**src/common/afe_pkg.sv**
```systemverilog
// shared constants for the converter front-end control ends
package afe_pkg;
    // device register addresses
    localparam logic [3:0] ADDR_SETUP = 4'h0;
    localparam logic [3:0] ADDR_MUX   = 4'h1;
    localparam logic [3:0] ADDR_ANA   = 4'h2;
    localparam logic [3:0] ADDR_DAC1  = 4'h3;
    localparam logic [3:0] ADDR_DAC2  = 4'h4;
    localparam logic [3:0] ADDR_OFS   = 4'h5;
    localparam logic [3:0] ADDR_PVAL  = 4'h6;
    localparam logic [3:0] ADDR_DIR   = 4'h7;
    localparam logic [3:0] ADDR_DEC0  = 4'h8;
    localparam logic [3:0] ADDR_DEC1  = 4'h9;
    // field positions
    localparam int SETUP_SPEED  = 4;
    localparam int SETUP_REF_EN = 3;
    localparam int SETUP_REF_HI = 2;
    localparam int SETUP_BUF    = 1;
    localparam int ANA_BURN     = 7;
    localparam int ANA_R2_LSB   = 5;
    localparam int ANA_R1_LSB   = 3;
    localparam int DEC1_RDY     = 7;
    localparam int DEC1_MODE    = 4;
    // reset values and the temperature mux code
    localparam logic [7:0] SETUP_RST = 8'h0C;
    localparam logic [7:0] DIR_RST   = 8'hFF;
    localparam logic [7:0] DEC0_RST  = 8'h80;
    localparam logic [7:0] DEC1_RST  = 8'h80;
    localparam logic [7:0] MUX_TEMP  = 8'hFF;
    // timing counts
    localparam logic [8:0] DIV_SLOW   = 9'h100;
    localparam logic [8:0] DIV_FAST   = 9'h080;
    localparam logic [4:0] CAL_SINGLE = 5'h07;
    localparam logic [4:0] CAL_DOUBLE = 5'h0E;
    // filter modes
    localparam logic [1:0] FLT_AUTO  = 2'h0;
    localparam logic [1:0] FLT_FAST  = 2'h1;
    localparam logic [1:0] FLT_SINC2 = 2'h2;
    localparam logic [1:0] FLT_SINC3 = 2'h3;
    // link commands
    typedef enum logic [2:0] {
        CMD_SELF_BOTH, CMD_SELF_GAIN, CMD_SELF_OFS,
        CMD_SYS_OFS, CMD_SYS_GAIN, CMD_DATA_TAKEN
    } afe_cmd_t;
    // apb offsets, op codes and event bits of the controller
    localparam logic [7:0] APB_OP     = 8'h00;
    localparam logic [7:0] APB_STATUS = 8'h04;
    localparam logic [7:0] APB_ISTAT  = 8'h08;
    localparam logic [7:0] APB_ICLR   = 8'h0C;
    localparam logic [7:0] APB_IEN    = 8'h10;
    localparam logic [1:0] OP_WRITE = 2'h1;
    localparam logic [1:0] OP_READ  = 2'h2;
    localparam logic [1:0] OP_CMD   = 2'h3;
    localparam int EV_CAL    = 0;
    localparam int EV_READ   = 1;
    localparam int EV_REFUSE = 2;
endpackage

```
**src/common/afe_link_if.sv**
```systemverilog
// register and command link between controller and device
`timescale 1ns/1ps
interface afe_link_if (
    input wire logic ref_clk,
    input wire logic reset_n
);
    logic       reg_wr;
    logic       reg_rd;
    logic [3:0] reg_addr;
    logic [7:0] reg_wdata;
    logic [7:0] reg_rdata;
    logic       reg_rvalid;
    logic       cmd_valid;
    logic [2:0] cmd_code;
    logic       cal_busy;
    logic       ready_n;
    logic       result_discard;

    modport dev (input reg_wr, reg_rd, reg_addr, reg_wdata, cmd_valid, cmd_code,
                 output reg_rdata, reg_rvalid, cal_busy, ready_n, result_discard);
    modport ctl (output reg_wr, reg_rd, reg_addr, reg_wdata, cmd_valid, cmd_code,
                 input reg_rdata, reg_rvalid, cal_busy, ready_n, result_discard);
endinterface

```
**src/logic/afe_device.sv**
```systemverilog
// device end: configuration registers and conversion path control
// What this block does
// - all-ones mux code connects temperature diode
// - any channel pairs with any other channel
// - burnout bit enables source and sink
// - buffer on only when pin and bit
// - two current dacs, code and range
// - gain from 1 to 128
// - offset register is sign and magnitude
// - modulator divide by 128 or 256
// - three self calibration commands
// - seven periods single, fourteen combined
// - system calibrations take seven periods
// - calibration clears the offset register
// - host advises calibration after power or changes
// - ready goes low when calibration ends
// - filter fast, sinc2, sinc3 or auto
// - auto: fast twice, sinc2, then sinc3
// - reset selects internal 2.5V reference
// - digital pins are inputs after reset
// - direction, drive and read back pins
//
// Chosen here: the address map and register access over APB.
`timescale 1ns/1ps
module afe_device
    import afe_pkg::*;
(
    input  wire logic       ref_clk,
    input  wire logic       reset_n,
    afe_link_if.dev         link,
    input  wire logic       buffer_gate_pin,
    input  wire logic [7:0] gpio_in,
    output logic      [7:0] gpio_out,
    output logic      [7:0] gpio_oe,
    output logic            temp_diode_en,
    output logic      [3:0] pos_sel,
    output logic      [3:0] neg_sel,
    output logic            burnout_source,
    output logic            burnout_sink,
    output logic            input_buffer_en,
    output logic      [7:0] current_dac_one,
    output logic      [7:0] current_dac_two,
    output logic      [1:0] dac_one_range,
    output logic      [1:0] dac_two_range,
    output logic      [7:0] gain_amplifier,
    output logic            offset_sign,
    output logic      [6:0] offset_mag,
    output logic            modulator_clock,
    output logic            ref_internal,
    output logic            ref_high,
    output logic      [1:0] filter_sel,
    output logic            conversion_ready_n
);
    typedef enum logic {CAL_IDLE, CAL_RUN} afe_cal_t;

    logic [7:0]  setup, mux, analog_control_reg, dac1_code, dac2_code;
    logic [7:0]  input_offset_shift, pin_value_reg, dir;
    logic [7:0]  dec0, dec1;
    logic [7:0]  gate_s1, gate_s2;
    logic [7:0]  pin_s1, pin_s2;
    logic [8:0]  div_cnt;
    logic [10:0] mod_cnt;
    logic        data_tick;
    logic [4:0]  cal_left;
    logic [1:0]  conv_idx;
    afe_cal_t    cal_state;
    logic        cal_start;
    logic        cal_done;
    logic [1:0]  next_filter;

    function automatic logic [1:0] auto_filter(input logic [1:0] idx);
        unique case (idx)
            2'h0, 2'h1: auto_filter = FLT_FAST;
            2'h2:       auto_filter = FLT_SINC2;
            2'h3:       auto_filter = FLT_SINC3;
        endcase
    endfunction

    assign cal_start = link.cmd_valid && cal_state == CAL_IDLE
                       && link.cmd_code < CMD_DATA_TAKEN;
    assign cal_done  = cal_state == CAL_RUN && data_tick && cal_left == 5'h01;

    // pin synchronisers
    always_ff @(posedge ref_clk or negedge reset_n) begin
        if (!reset_n) begin
            gate_s1 <= 8'h00;
            gate_s2 <= 8'h00;
            pin_s1  <= 8'h00;
            pin_s2  <= 8'h00;
        end else begin
            gate_s1 <= {7'h00, buffer_gate_pin};
            gate_s2 <= gate_s1;
            pin_s1  <= gpio_in;
            pin_s2  <= pin_s1;
        end
    end

    // register writes
    always_ff @(posedge ref_clk or negedge reset_n) begin
        if (!reset_n) begin
            setup <= SETUP_RST;
            mux   <= 8'h01;
            analog_control_reg <= 8'h00;
            dac1_code <= 8'h00;
            dac2_code <= 8'h00;
            input_offset_shift <= 8'h00;
            pin_value_reg <= 8'h00;
            dir   <= DIR_RST;
            dec0  <= DEC0_RST;
            dec1  <= DEC1_RST;
        end else if (cal_start) begin
            input_offset_shift <= 8'h00;
        end else if (link.reg_wr) begin
            unique case (link.reg_addr)
                ADDR_SETUP: setup <= link.reg_wdata;
                ADDR_MUX:   mux   <= link.reg_wdata;
                ADDR_ANA:   analog_control_reg <= link.reg_wdata;
                ADDR_DAC1:  dac1_code <= link.reg_wdata;
                ADDR_DAC2:  dac2_code <= link.reg_wdata;
                ADDR_OFS:   input_offset_shift <= link.reg_wdata;
                ADDR_PVAL:  pin_value_reg <= link.reg_wdata;
                ADDR_DIR:   dir   <= link.reg_wdata;
                ADDR_DEC0:  dec0  <= link.reg_wdata;
                ADDR_DEC1:  dec1  <= {1'b0, link.reg_wdata[6:0]};
                default: ;
            endcase
        end
    end

    // register reads
    always_ff @(posedge ref_clk or negedge reset_n) begin
        if (!reset_n) begin
            link.reg_rdata  <= 8'h00;
            link.reg_rvalid <= 1'b0;
        end else begin
            link.reg_rvalid <= link.reg_rd;
            if (link.reg_rd) begin
                unique case (link.reg_addr)
                    ADDR_SETUP: link.reg_rdata <= setup;
                    ADDR_MUX:   link.reg_rdata <= mux;
                    ADDR_ANA:   link.reg_rdata <= analog_control_reg;
                    ADDR_DAC1:  link.reg_rdata <= dac1_code;
                    ADDR_DAC2:  link.reg_rdata <= dac2_code;
                    ADDR_OFS:   link.reg_rdata <= input_offset_shift;
                    ADDR_PVAL:  link.reg_rdata <= (dir & pin_s2) | (~dir & pin_value_reg);
                    ADDR_DIR:   link.reg_rdata <= dir;
                    ADDR_DEC0:  link.reg_rdata <= dec0;
                    ADDR_DEC1:  link.reg_rdata <= {conversion_ready_n, dec1[6:0]};
                    default:    link.reg_rdata <= 8'h00;
                endcase
            end
        end
    end

    always_ff @(posedge ref_clk or negedge reset_n) begin
        if (!reset_n) begin
            div_cnt         <= 9'h000;
            modulator_clock <= 1'b0;
        end else begin
            modulator_clock <= 1'b0;
            if (div_cnt >= (setup[SETUP_SPEED] ? DIV_SLOW : DIV_FAST) - 9'h001) begin
                div_cnt         <= 9'h000;
                modulator_clock <= 1'b1;
            end else begin
                div_cnt <= div_cnt + 9'h001;
            end
        end
    end

    // output data period from decimation
    always_ff @(posedge ref_clk or negedge reset_n) begin
        if (!reset_n) begin
            mod_cnt   <= 11'h000;
            data_tick <= 1'b0;
        end else begin
            data_tick <= 1'b0;
            if (modulator_clock) begin
                if (mod_cnt >= {dec1[2:0], dec0} - 11'h001) begin
                    mod_cnt   <= 11'h000;
                    data_tick <= 1'b1;
                end else begin
                    mod_cnt <= mod_cnt + 11'h001;
                end
            end
        end
    end

    always_ff @(posedge ref_clk or negedge reset_n) begin
        if (!reset_n) begin
            cal_state     <= CAL_IDLE;
            cal_left      <= 5'h00;
            link.cal_busy <= 1'b0;
        end else begin
            unique case (cal_state)
                CAL_IDLE: if (cal_start) begin
                    cal_state     <= CAL_RUN;
                    link.cal_busy <= 1'b1;
                    cal_left      <= link.cmd_code == CMD_SELF_BOTH ? CAL_DOUBLE : CAL_SINGLE;
                end
                CAL_RUN: if (data_tick) begin
                    cal_left <= cal_left - 5'h01;
                    if (cal_done) begin
                        cal_state     <= CAL_IDLE;
                        link.cal_busy <= 1'b0;
                    end
                end
            endcase
        end
    end

    always_ff @(posedge ref_clk or negedge reset_n) begin
        if (!reset_n) begin
            conversion_ready_n <= 1'b1;
            link.ready_n       <= 1'b1;
        end else if (cal_done || (data_tick && cal_state == CAL_IDLE)) begin
            conversion_ready_n <= 1'b0;
            link.ready_n       <= 1'b0;
        end else if (cal_start || (link.cmd_valid && link.cmd_code == CMD_DATA_TAKEN)) begin
            conversion_ready_n <= 1'b1;
            link.ready_n       <= 1'b1;
        end
    end

    always_ff @(posedge ref_clk or negedge reset_n) begin
        if (!reset_n) begin
            conv_idx            <= 2'h0;
            link.result_discard <= 1'b0;
        end else if (link.reg_wr && (link.reg_addr == ADDR_MUX || link.reg_addr == ADDR_ANA)) begin
            conv_idx <= 2'h0;
        end else if (data_tick) begin
            link.result_discard <= dec1[5:4] == FLT_AUTO && conv_idx == 2'h0;
            if (conv_idx != 2'h3) begin
                conv_idx <= conv_idx + 2'h1;
            end
        end
    end

    assign next_filter = dec1[5:4] == FLT_AUTO ? auto_filter(conv_idx) : dec1[5:4];

    // analog control outputs
    always_ff @(posedge ref_clk or negedge reset_n) begin
        if (!reset_n) begin
            temp_diode_en   <= 1'b0;
            pos_sel         <= 4'h0;
            neg_sel         <= 4'h0;
            burnout_source  <= 1'b0;
            burnout_sink    <= 1'b0;
            input_buffer_en <= 1'b0;
            current_dac_one <= 8'h00;
            current_dac_two <= 8'h00;
            dac_one_range   <= 2'h0;
            dac_two_range   <= 2'h0;
            gain_amplifier  <= 8'h01;
            offset_sign     <= 1'b0;
            offset_mag      <= 7'h00;
            ref_internal    <= 1'b1;
            ref_high        <= 1'b1;
            filter_sel      <= FLT_FAST;
            gpio_out        <= 8'h00;
            gpio_oe         <= 8'h00;
        end else begin
            temp_diode_en   <= mux == MUX_TEMP;
            pos_sel         <= mux[7:4];
            neg_sel         <= mux[3:0];
            burnout_source  <= analog_control_reg[ANA_BURN];
            burnout_sink    <= analog_control_reg[ANA_BURN];
            input_buffer_en <= gate_s2[0] & setup[SETUP_BUF];
            current_dac_one <= dac1_code;
            current_dac_two <= dac2_code;
            dac_one_range   <= analog_control_reg[ANA_R1_LSB +: 2];
            dac_two_range   <= analog_control_reg[ANA_R2_LSB +: 2];
            // gain is two to the code
            gain_amplifier  <= 8'h01 << analog_control_reg[2:0];
            offset_sign     <= input_offset_shift[7];
            offset_mag      <= input_offset_shift[6:0];
            ref_internal    <= setup[SETUP_REF_EN];
            ref_high        <= setup[SETUP_REF_HI];
            filter_sel      <= next_filter;
            gpio_out        <= pin_value_reg & ~dir;
            gpio_oe         <= ~dir;
        end
    end
endmodule

```
**src/flat_wrapper.sv**
```systemverilog
// flat-port wrapper written by rule: the top's interface ports become plain ports
module afe_device_flat import afe_pkg::*;
  (ref_clk, reset_n, buffer_gate_pin, gpio_in, gpio_out, gpio_oe, temp_diode_en, pos_sel, neg_sel, burnout_source, burnout_sink, input_buffer_en, current_dac_one, current_dac_two, dac_one_range, dac_two_range, gain_amplifier, offset_sign, offset_mag, modulator_clock, ref_internal, ref_high, filter_sel, conversion_ready_n, link_reg_wr, link_reg_rd, link_reg_addr, link_reg_wdata, link_cmd_valid, link_cmd_code, link_reg_rdata, link_reg_rvalid, link_cal_busy, link_ready_n, link_result_discard);
  afe_link_if link_i (.ref_clk(ref_clk), .reset_n(reset_n));
  input  wire logic ref_clk;
  input  wire logic reset_n;
  input  wire logic buffer_gate_pin;
  input  wire logic [7:0] gpio_in;
  output logic      [7:0] gpio_out;
  output logic      [7:0] gpio_oe;
  output logic temp_diode_en;
  output logic      [3:0] pos_sel;
  output logic      [3:0] neg_sel;
  output logic burnout_source;
  output logic burnout_sink;
  output logic input_buffer_en;
  output logic      [7:0] current_dac_one;
  output logic      [7:0] current_dac_two;
  output logic      [1:0] dac_one_range;
  output logic      [1:0] dac_two_range;
  output logic      [7:0] gain_amplifier;
  output logic offset_sign;
  output logic      [6:0] offset_mag;
  output logic modulator_clock;
  output logic ref_internal;
  output logic ref_high;
  output logic      [1:0] filter_sel;
  output logic conversion_ready_n;
  input wire logic [$bits(link_i.reg_wr)-1:0] link_reg_wr;
  input wire logic [$bits(link_i.reg_rd)-1:0] link_reg_rd;
  input wire logic [$bits(link_i.reg_addr)-1:0] link_reg_addr;
  input wire logic [$bits(link_i.reg_wdata)-1:0] link_reg_wdata;
  input wire logic [$bits(link_i.cmd_valid)-1:0] link_cmd_valid;
  input wire logic [$bits(link_i.cmd_code)-1:0] link_cmd_code;
  output wire logic [$bits(link_i.reg_rdata)-1:0] link_reg_rdata;
  output wire logic [$bits(link_i.reg_rvalid)-1:0] link_reg_rvalid;
  output wire logic [$bits(link_i.cal_busy)-1:0] link_cal_busy;
  output wire logic [$bits(link_i.ready_n)-1:0] link_ready_n;
  output wire logic [$bits(link_i.result_discard)-1:0] link_result_discard;
  assign link_i.reg_wr = link_reg_wr;
  assign link_i.reg_rd = link_reg_rd;
  assign link_i.reg_addr = link_reg_addr;
  assign link_i.reg_wdata = link_reg_wdata;
  assign link_i.cmd_valid = link_cmd_valid;
  assign link_i.cmd_code = link_cmd_code;
  assign link_reg_rdata = link_i.reg_rdata;
  assign link_reg_rvalid = link_i.reg_rvalid;
  assign link_cal_busy = link_i.cal_busy;
  assign link_ready_n = link_i.ready_n;
  assign link_result_discard = link_i.result_discard;
  afe_device u_core (.ref_clk(ref_clk), .reset_n(reset_n), .link(link_i), .buffer_gate_pin(buffer_gate_pin), .gpio_in(gpio_in), .gpio_out(gpio_out), .gpio_oe(gpio_oe), .temp_diode_en(temp_diode_en), .pos_sel(pos_sel), .neg_sel(neg_sel), .burnout_source(burnout_source), .burnout_sink(burnout_sink), .input_buffer_en(input_buffer_en), .current_dac_one(current_dac_one), .current_dac_two(current_dac_two), .dac_one_range(dac_one_range), .dac_two_range(dac_two_range), .gain_amplifier(gain_amplifier), .offset_sign(offset_sign), .offset_mag(offset_mag), .modulator_clock(modulator_clock), .ref_internal(ref_internal), .ref_high(ref_high), .filter_sel(filter_sel), .conversion_ready_n(conversion_ready_n));
endmodule
```
**config.mk**
```make
export PLATFORM = sky130hd
export DESIGN_NAME = afe_device_flat
export DESIGN_NICKNAME = d
export VERILOG_FILES = /design/src/common/afe_pkg.sv /design/src/common/afe_link_if.sv /design/src/logic/afe_device.sv /design/src/flat_wrapper.sv
export SDC_FILE = /design/constraint.sdc
export NUM_CORES = 1
export LEC_CHECK = 0
export ABC_AREA = 1
export BUFFER_PORTS_ARGS = -buffer_cell sky130_fd_sc_hd__buf_2
export CAP_MARGIN = 20
export CORE_MARGIN = 2
export CORE_UTILIZATION = 30
export DETAILED_ROUTE_END_ITERATION = 6
export HOLD_SLACK_MARGIN = 0.12
export PLACE_DENSITY = 0.58
export SYNTH_ARGS = -nofsm -noshare
export SYNTH_HDL_FRONTEND = slang
export SYNTH_SLANG_ARGS = --single-unit
```
**constraint.sdc**
```tcl
create_clock -name ref_clk -period 4.6 [get_ports ref_clk]
set_clock_uncertainty 0.2 [all_clocks]
set_input_delay 1.15 -clock ref_clk [delete_from_list [all_inputs] [get_ports ref_clk]]
set_output_delay 1.15 -clock ref_clk [all_outputs]
set_load 0.02 [all_outputs]
```
# [Word level (Yosys, flattened, before mapping)]
# Cells that the tools add are included.
[classes] n_addsub=6 mul=0 div_mod_pow=0 magnitude_cmp=3 eq_ne=19 shifts=1 mux=29 bitwise_logic=8 reduce_logical=35
[ops] cell="8-bit case mux with 10 select lines" n=1
[ops] cell="3-bit AND reduction" n=10
[ops] cell="8-bit 2-to-1 mux" n=3
[ops] cell="9-bit 2-to-1 mux" n=2
[ops] cell="8-bit AND" n=2
[ops] cell="4-bit by 3-bit == test with 1-bit output, second input constant" n=4
[ops] cell="11-bit by 1-bit adder with 11-bit output, second input constant" n=1
[ops] cell="11-bit greater-or-equal comparator" n=1
[ops] cell="1-bit 2-to-1 mux" n=11
[ops] cell="11-bit 2-to-1 mux" n=1
[ops] cell="11-bit by 1-bit subtractor with 11-bit output, second input constant" n=1
[ops] cell="5-bit 2-to-1 mux" n=2
[ops] cell="5-bit case mux with 2 select lines" n=1
[ops] cell="2-bit nonzero test" n=5
[ops] cell="9-bit by 1-bit adder with 9-bit output, second input constant" n=1
[ops] cell="9-bit greater-or-equal comparator" n=1
[ops] cell="9-bit by 1-bit subtractor with 9-bit output, second input constant" n=1
[ops] cell="4-bit by 2-bit == test with 1-bit output, second input constant" n=2
[ops] cell="4-bit == test, second input constant" n=2
[ops] cell="8-bit == test, second input constant" n=1
[ops] cell="1-bit logical AND" n=8
[ops] cell="2-bit 2-to-1 mux" n=4
[ops] cell="8-bit inverter" n=1
[ops] cell="8-bit OR" n=1
[ops] cell="other kinds (22)" n=34
[totals] reg_bits=206 latch_bits=0 ramBits=0 mem_bits_ro=0 inputBits=29 output_inout_bits=82 wordCells=144 n_memories=0

# [Depth between registers and ports, before layout]
# Gate-level depths: netlist of the first run.
[depth] word_depth=6 mapped_depth=15

# [Least setup slack after synthesis of the first run]
# Ideal clock, no wire load.
[synth_timing] path_type="flip-flop to flip-flop" startpoint="register u_core.dec0[0]" endpoint="register u_core.mod_cnt[0]" arrival_ns=2.237 path_slack_ns=2.026 stages_incl_launch_ff=15 synth_period_minus_slack_ns=2.574 cell_sequence="dfrtp_1 -> inv_1 -> ha_1 -> nand2_1 -> nor2_1 -> nand3_1 -> xor2_1 -> ha_1 -> nand2_1 -> nor2_1 -> and2_1 -> nand2_1 -> nand4_1 -> clkbuf_1 -> a21oi_1"
[synth_via] elab_chain_cells=3
[synth_rtl] item="start: declaration" line_no="afe_device.sv:58" text="logic [7:0] dec0, dec1;"
[synth_rtl] item="start signal: assignment" line_no="afe_device.sv:123" text="ADDR_DEC0: dec0 <= link.reg_wdata;"
[synth_rtl] item="11-bit by 1-bit subtractor with 11-bit output" line_no="afe_device.sv:178" text="if (mod_cnt >= {dec1[2:0], dec0} - 11'h001) begin"
[synth_rtl] item="11-bit greater-or-equal comparator" line_no="afe_device.sv:178"
[synth_rtl] item="11-bit 2-to-1 mux" line_no="afe_device.sv:178"
[synth_rtl] item="end signal: assignment" line_no="afe_device.sv:182" text="mod_cnt <= mod_cnt + 11'h001;"
[synth_rtl] item="end: declaration" line_no="afe_device.sv:62" text="logic [10:0] mod_cnt;"
# No other way between the ends.
# A chain may end at the register's enable or synchronous reset.

# [Final worst setup path of the first run]
[layout_timing] startpoint="register u_core.dec0[0]" endpoint="register u_core.mod_cnt[9]"
# The elaborated chain is that of the path after synthesis.

==> results of run 1 <==
-- worst min path at each step --
stage,start,to,slack (ns),depth (start not counted)
floorplan,u_core.gate_s1[0]$_DFF_PN0_,u_core.gate_s2[0]$_DFF_PN0_,0.13,0
detailed placement,u_core.pin_s1[3]$_DFF_PN0_,u_core.pin_s2[3]$_DFF_PN0_,0.14,0
finish,u_core.pin_s1[3]$_DFF_PN0_,u_core.pin_s2[3]$_DFF_PN0_,0.15,0
CTS,u_core.pin_s1[3]$_DFF_PN0_,u_core.pin_s2[3]$_DFF_PN0_,0.15,0
global route,u_core.gate_s1[0]$_DFF_PN0_,u_core.gate_s2[0]$_DFF_PN0_,0.15,0
global placement,u_core.gate_s1[0]$_DFF_PN0_,u_core.gate_s2[0]$_DFF_PN0_,0.14,0
-- Yosys cell counts, types with 2 or more instances --
library cell	instances	area share, %
buf_2	10	0.58
nand2_1	249	11
clkbuf_1	5	0.22
dfrtp_1	189	55
dfstp_2	17	5.2
nor2_1	65	2.8
buf_4	4	0.35
nor3_1	13	0.75
xnor2_1	4	0.41
o21ai_0	90	5.2
inv_2	3	0.13
a21oi_1	25	1.5
nor2_4	6	0.78
nor3_4	4	0.75
nand3_1	38	2.2
nand2_4	2	0.26
nand4_1	7	0.51
o21a_1	20	1.7
inv_1	109	4.7
ha_1	21	3.0
xor2_1	18	1.8
-- cell type report --
class | count | area, um^2 | area share, %
Sequential cell | 206 | 5180 | 50.0
Multi-Input combinational cell | 574 | 2910 | 28.2
Clock buffer | 28 | 604 | 5.84
Timing Repair Buffer | 113 | 594 | 5.75
Tap cell | 384 | 480 | 4.65
Inverter | 112 | 420 | 4.06
Clock inverter | 13 | 149 | 1.44
Antenna cell | 2 | 5.00 | 0.0484
-- worst max-delay path, cell delays in order, from the launching register on --
cell     delay (ns)
dfrtp_1        0.37
inv_1          0.15
ha_1           0.21
nand2_1        0.11
nor2_1         0.18
nand3_1        0.10
xor2_1         0.16
ha_1           0.29
nand2_1        0.09
nor2_1         0.07
and2_1         0.14
nand2_1        0.05
nand4_1        0.42
nand2_1        0.23
nand2_1        0.07
inv_1          0.05
-- cells in the final DEF (no fill, tap or decap), types with 13 or more instances in the layout --
cell type / n
dfrtp_1: 189
dfstp_2: 17
buf_2: 109
o21a_1: 20
a21oi_1: 25
clkbuf_16: 23
nand2_1: 249
nor3_1: 13
xor2_1: 18
nor2_1: 65
inv_1: 109
o21ai_0: 90
nand3_1: 38
ha_1: 21
-- routing by layer --
metal	part of all wire, %	wire [um]
met5	0	0
met3	6.3	1350
met2	43	9190
met1	48	10300
met4	2.1	438
-- where the power goes --
part	total [mW]	switching (mW)	internal [mW]	leakage, nW
Combinational	0.819	0.552	0.267	2.18
Clock	1.84	0.732	1.10	0.370
Sequential	2.37	0.212	2.16	2.45
Total	5.02	1.50	3.53	4.99
-- through the flow --
step / hold WS, ns / cells / setup WS (ns) / util, %
after floorplan: 0.131 / 912 / 2.03 / -
after global placement: 0.136 / 1389 / 1.69 / 33.7
after detailed placement: 0.136 / 1389 / 1.67 / 33.7
after CTS: 0.149 / 1430 / 1.69 / 36.3
after global routing: 0.155 / 1430 / 1.38 / 36.3
final: 0.147 / 1432 / 1.66 / 36.3
-- cell families (layout without fill, tap and decap cells) --
| group | after synthesis | count (layout) |
|---|---|---|
| AO/OA/AOI/OAI | 140 | 140 |
| XOR/XNOR | 22 | 22 |
| adder cells (fa/ha/maj) | 21 | 21 |
| buffers and inverters | 132 | 266 |
| flip-flops | 206 | 206 |
| multiplexers | 1 | 1 |
| other | 0 | 2 |
| AND/OR/NAND/NOR | 390 | 390 |
==> metrics.yaml, run 1 <==
drt-total-wl_um: 21300
postPlaceCellArea_um2: 9580
coreArea_um2: 28500
die_area_um2: 30100
syn-num-nets: 962
r2r_cells: 15
die_h_um: 174
synth-simple-area-share_pct: 19.6
fillers: 2910
cp-startpoint: "u_core.dec0[0]$_DFFE_PN0P_"
cts_buffer_depth: 3
seq_area_frac_synth_pct: 60.1
detail_route.wl_per_cell_um: 14.9
synthDistinctLibCells: 34
synth_compound_area_share_pct: 8.83
power.total_mw: 5.02
syn_area_um2: 8620
firstDrtPassIters: 5
max_freq_ghz: 0.340
post_cts_resized: 0
synth-edff-count: 0
clk_pin_slew_ns: 0.06
grt_pass1_wl_um: 33600
nets: 1080
r2r_start: "u_core.dec0[0]$_DFFE_PN0P_"
synth_seq_cells: 206
via_per_inst: 4.44
grt-ovfl-total: 0
fin_crit_sh_pct: 63.9
synthMuxAreaShare_pct: 0.116
worstPathMaxFanout: 11
place.gp.congestion: 0.903
worstMarginPinSlew_ns: 0.670
port_buffers: 110
cp-endpoint: "u_core.mod_cnt[9]$_DFFE_PN0P_"
ys_warn_count: 0
area_growth_pct: 20.0
min_period_ns: 2.94
hold_class: "flop to flop"
synthCells: 912
antenna_found_initial: 1
grt_max_degree: 85
crit_path_start_kind: "flop"
drt_iter0_drc: 533
largest_reg_flops: 11
ant_nets: 0
hold_viol: 0
critPathKind: "flop to flop"
first_global_vias: 6053
grt_setup_unrepaired: "no"
finalSetupViolations: 0
avgSynthCellArea_um2: 9.45
drive_gt1_share_pct: 17.8
top_regs: "u_core.mod_cnt (11), u_core.div_cnt (9)"
post_cts_buffers: 0
cts.htree.levels: 1
cap_viol_max_count: 0
synth_flop_cell: "dfrtp_1"
clock_sinks: 206
cts_buffers: 23
grtUsageTotal_pct: 14.1
io_pins: 111
via_count: 6362
largest-register: "u_core.mod_cnt"
met1_usage_pct: 21.5
die_width_um: 174
leakagePower_nw: 4.99
synth_top_family_by_area: "simple AND/OR/NAND/NOR gates"
finalSetupTns_ns: 0
synthAdderAreaFrac_pct: 3.05
async_flop_share_pct: 100
max-vdd-ir-drop_v: 0.000233
cts_hold_repair.buffers: 0
grt_use_met2_pct: 21.0
cts_tree: "done"
grt_most_used_layer: "met1"
end_kind: "flop"
slew_headroom_pct: 55.3
fin_area_um2: 10300
r2r-end: "u_core.mod_cnt[9]$_DFFE_PN0P_"
start_util_pct: 30.3
worstPathRequired_ns: 4.84
power_density_nw_per_um2: 486
num_rows: 62
slew_violations: 0
cp.arrival_ns: 3.18
rrSetupSlack_ns: 1.66
hpwlAfterDp_um: 15400
clockRootBuffer: "clkbuf_16"
drc: 0
clkLatencyLatePin_ns: 0.50
synth_xor_area_share_pct: 2.24
status: "finished, final reports clean"
grt_use_met3_pct: 2.30
Power figures use the tool's default switching activity.
==> inputs of run 2 (changes only) <==
PLACE_DENSITY = 0.6   (was 0.58)
clock period = 2.55 ns   (was 4.6 ns; I/O delays follow)
==> metrics.yaml, run 2 (synthesis gave the netlist of run 1 again) <==
slew_violations: 0
io_pins: 111
layout_commonest_cell: "nand2_1"
largest-register: "u_core.mod_cnt"
place.gp.congestion: 0.849
nets: 1114
clkLatencyLatePin_ns: 0.51
crit_path_start_kind: "flop"
top_regs: "u_core.mod_cnt (11), u_core.div_cnt (9)"
detail_route.wl_per_cell_um: 14.8
fin_crit_sh_pct: 98.0
worstMarginPinSlew_ns: 0.596
num_rows: 62
via_per_inst: 4.46
worstPathRequired_ns: 2.78
layout.cells.most_common_list: "nand2_1, dfrtp_1, buf_2"
start_util_pct: 30.3
grt_use_met2_pct: 21.7
worstPathCellList: "inv_2 -> ha_4 -> nand2_4 -> nor2_4 -> nand3_2 -> xor2_1 -> ha_1 -> nand2_2 -> nor2_4 -> and2_4 -> nand2_2 -> nand4_1 -> buf_6 -> a21oi_2"
cpMaxStageDelayCell: "dfrtp_1"
cts.htree.levels: 1
slew_headroom_pct: 60.2
hpwlAfterDp_um: 15500
cts_tree: "done"
cp.arrival_ns: 2.73
grt_max_degree: 54
grt-ovfl-total: 0
max_freq_ghz: 0.400
end_kind: "flop"
leakagePower_nw: 5.17
max-vdd-ir-drop_v: 0.000559
ant_nets: 0
status: "finished, final reports clean"
grt_setup_unrepaired: "yes"
drt-total-wl_um: 21600
critPathKind: "flop to flop"
finalSetupViolations: 0
largest_reg_flops: 11
grt_use_met3_pct: 2.28
die_h_um: 174
drt_iter0_drc: 579
via_count: 6529
clk_pin_slew_ns: 0.06
clock_sinks: 206
clockRootBuffer: "clkbuf_16"
fillers: 2855
cap_viol_max_count: 0
grt_pass1_wl_um: 33800
area_growth_pct: 25.2
min_period_ns: 2.50
coreArea_um2: 28500
worstPathMaxFanout: 7
hold_class: "flop to flop"
setup_slack_ns: 0.0497
die_width_um: 174
power_density_nw_per_um2: 842
antenna_found_initial: 2
power.total_mw: 9.08
port_buffers: 110
first_global_vias: 6171
firstDrtPassIters: 5
critPathMaxStageDelay_ns: 0.41
cts_buffers: 22
drc: 0
die_area_um2: 30100
drive_gt1_share_pct: 22.2
met1_usage_pct: 21.1
grtUsageTotal_pct: 14.2
cts_buffer_depth: 3
hold_viol: 0
place_ws_ns: -0.0906
grt_most_used_layer: "met2"
run 2: cell types whose count changed in the layout (fill, tap and decap cells not counted), sizes merged:
cell,previous run,this run
clkbuf,29,31
inv,112,113
buf,112,137
bufinv,3,2
clkinv,8,4
dlygate4sd3,0,10
run 2: stage by stage:
| step | TNS [ns] | hold WS (ns) | instances | util, % | area (um^2) |
|---|---|---|---|---|---|
| final | 0 | 0.148 | 1465 | 37.9 | 10800 |
| after global routing | -0.692 | 0.146 | 1464 | 37.9 | 10800 |
| after CTS | 0 | 0.133 | 1460 | 37.3 | 10600 |
| after detailed placement | -0.664 | 0.135 | 1411 | 34.4 | 9790 |
| after global placement | 0 | 0.134 | 1411 | 34.4 | 9790 |
| after floorplan | 0 | 0.131 | 912 | - | 8620 |
run 2: routing by layer:
layer / routed length (um) / part of all wire, % / vias up
met3: 1440 / 6.7 / 37
met4: 415 / 1.9 / 0
li1: - / - / 3193
met5: 0 / 0 / -
met1: 10300 / 47 / 3095
met2: 9500 / 44 / 204
run 2: worst paths after layout:
check                                                     end  cells past startpoint  slack, ns                        from
setup / recovery                u_core.mod_cnt[5]$_DFFE_PN0P_                     14       0.05  u_core.dec0[1]$_DFFE_PN0P_
hold / removal                     u_core.pin_s2[4]$_DFF_PN0_                      0       0.15  u_core.pin_s1[4]$_DFF_PN0_
setup reg to reg                u_core.mod_cnt[5]$_DFFE_PN0P_                     14       0.05  u_core.dec0[1]$_DFFE_PN0P_
hold reg to reg                    u_core.pin_s2[4]$_DFF_PN0_                      0       0.15  u_core.pin_s1[4]$_DFF_PN0_
max in group asynchronous           u_core.dir[7]$_DFFE_PN1P_                      3       1.00                     reset_n
min in group asynchronous  u_core.gain_amplifier[5]$_DFF_PN0_                      2       0.46                     reset_n
run 2: final cells by class:
cell class,count,area [um^2],area share (%)
inverters,112,420,3.90
clock inverters,9,114,1.06
clock buffers,30,612,5.67
diodes,2,5.00,0.0464
well taps,384,480,4.45
flip-flops and latches,206,5180,48.0
multi-input cells,574,3060,28.3
repair buffers,148,923,8.56
run 2: what timing repair did:
| item | CTS | global route |
|---|---|---|
| pin swaps | 1 | 9 |
| resized for setup | 5 | 36 |
| endpoints found under the hold margin | 53 | 0 |
| endpoints found under the setup margin | 11 | 12 |
| setup buffers | 0 | 3 |
| hold buffers | 10 | 0 |
run 2: worst max-delay path, delay by kind of cell, from the launching register on:
family | cells | cell delay, ns
simple gates | 8 | 0.74
fa+ha+maj | 2 | 0.48
flops | 1 | 0.41
buf+inv | 2 | 0.31
xor+xnor | 1 | 0.15
compound gates | 1 | 0.12
run 2: power by group:
group	switching [mW]	internal, mW	total, mW
logic	1.04	0.568	1.61
registers	0.382	3.89	4.27
clock network	1.30	1.90	3.20
total	2.73	6.36	9.08
==> inputs of run 3 (changes only) <==
CAP_MARGIN = 40   (was 20)
PLACE_DENSITY = 0.58   (was 0.6)
clock period = 2.71 ns   (was 2.55 ns; I/O delays follow)
==> metrics.yaml, run 3 (synthesis gave the netlist of run 1 again) <==
detail_route.wl_per_cell_um: 14.9
die_area_um2: 30100
grt_max_degree: 58
grt-ovfl-total: 0
p_sw_mw: 2.60
area_growth_pct: 23.9
clkLatencyLatePin_ns: 0.51
post_cts_buffers: 0
worstPathRequired_ns: 2.89
status: "finished, final reports clean"
grtUsageTotal_pct: 14.6
top_regs: "u_core.mod_cnt (11), u_core.div_cnt (9)"
leakagePower_nw: 5.14
p_sw_share_pct: 29.6
pwr-share-comb_pct: 16.2
antenna_found_initial: 0
seqPwrFrac_pct: 45.8
max-vdd-ir-drop_v: 0.000376
via_count: 6459
cts_tree: "done"
drt-total-wl_um: 21700
cts_buffers: 24
firstDrtPassIters: 4
hpwlAfterDp_um: 15600
postPlaceCellArea_um2: 9720
hold_viol: 0
drive_gt1_share_pct: 19.5
die_h_um: 174
worstMarginPinSlew_ns: 0.679
coreArea_um2: 28500
die_width_um: 174
fin_cells: 1458
start_util_pct: 30.3
dpl.cell_count: 1404
nets: 1106
end_kind: "flop"
utilization_pct: 37.5
fillers: 2924
whs_ns: 0.147
ant_nets: 0
fin_crit_sh_pct: 93.3
finalSetupViolations: 0
p_clk_share_pct: 37.9
io_pins: 111
cp.arrival_ns: 2.71
via_per_inst: 4.43
layout.cells.most_common_list: "nand2_1, dfrtp_1, inv_1, buf_2, o21ai_0"
grt_pass1_wl_um: 34700
slew_violations: 0
max_freq_ghz: 0.395
largest_reg_flops: 11
p_int_mw: 6.17
port_buffers: 110
slew_headroom_pct: 54.6
cts_buffer_depth: 3
first_global_vias: 6272
worstPathMaxFanout: 9
critPathKind: "flop to flop"
place.gp.congestion: 0.802
diodes: 0
min_period_ns: 2.53
clock_sinks: 206
drc: 0
clockRootBuffer: "clkbuf_16"
fin_area_um2: 10700
layout_commonest_cell: "nand2_1"
cap_viol_max_count: 0
clk_pin_slew_ns: 0.06
crit_path_start_kind: "flop"
drt_iter0_drc: 435
largest-register: "u_core.mod_cnt"
hold_class: "flop to flop"
num_rows: 62
cts.htree.levels: 1
power_density_nw_per_um2: 821
==> run 3: through the flow <==
stage	total power [mW]	worst slack (ns)	TNS, ns
2_1_floorplan	4.83	0.136	0
3_3_place_gp	5.46	0.169	0
3_5_place_dp	5.49	0.0761	0
4_1_cts	8.86	0.0651	0
5_1_grt	9.19	-0.00903	-0.00903
6_report	8.77	0.181	0
==> run 3: area by class of cell <==
cell class                 count  area (um^2)  area share (%)
clock inverter                14          181            1.70
sequential                   206         5180            48.5
inverter                     112          420            3.94
tap                          384          480            4.50
clock buffer                  30          654            6.13
timing repair buffer         138          836            7.83
multi-input combinational    574         2930            27.4
==> run 3: worst max-delay path: stages, from the launching register on <==
cell,delay (ns)
dfrtp_1,0.38
inv_1,0.09
ha_2,0.20
nand2_2,0.09
nor2_2,0.16
nand3_1,0.10
xor2_1,0.15
ha_1,0.30
nand2_1,0.08
nor2_2,0.14
and2_1,0.13
nand2_1,0.04
nand4_1,0.12
buf_6,0.15
a21oi_1,0.06
==> run 3: power groups by stage <==
| stage | sequential (mW) | combinational, mW | clock (mW) |
|---|---|---|---|
| after floorplan | 4.28 | 0.550 | 0 |
| after global placement | 4.06 | 1.40 | 0 |
| after detailed placement | 4.07 | 1.42 | 0 |
| after CTS | 4.02 | 1.44 | 3.40 |
| after global routing | 4.09 | 1.58 | 3.52 |
| final | 4.02 | 1.42 | 3.33 |
==> run 3: repair_timing <==
| action | in CTS | in global routing |
|---|---|---|
| hold buffers | 10 | 0 |
| hold endpoints to repair | 54 | 0 |
| setup endpoints to repair | 0 | 10 |
| resized for setup | 0 | 6 |
==> run 3: path summary, 6_finish.rpt <==
kind                       depth (start not counted)  slack [ns]                        from                                  to
setup / recovery                                  14        0.18  u_core.dec0[1]$_DFFE_PN0P_       u_core.mod_cnt[2]$_DFFE_PN0P_
hold / removal                                     0        0.15  u_core.pin_s1[5]$_DFF_PN0_          u_core.pin_s2[5]$_DFF_PN0_
setup reg to reg                                  14        0.18  u_core.dec0[1]$_DFFE_PN0P_       u_core.mod_cnt[2]$_DFFE_PN0P_
hold reg to reg                                    0        0.15  u_core.pin_s1[5]$_DFF_PN0_          u_core.pin_s2[5]$_DFF_PN0_
max in group asynchronous                          3        1.09                     reset_n           u_core.mux[0]$_DFFE_PN1P_
min in group asynchronous                          2        0.50                     reset_n  u_core.gain_amplifier[6]$_DFF_PN0_
==> run 3: per-layer routing <==
metal | track usage [%] | vias to the layer above | part of all wire, %
met2 | 22.3 | 147 | 44
met4 | 3.53 | 0 | 1.9
met1 | 21.9 | 3095 | 50
met3 | 2.24 | 30 | 3.9
li1 | - | 3187 | -
met5 | 0 | - | 0
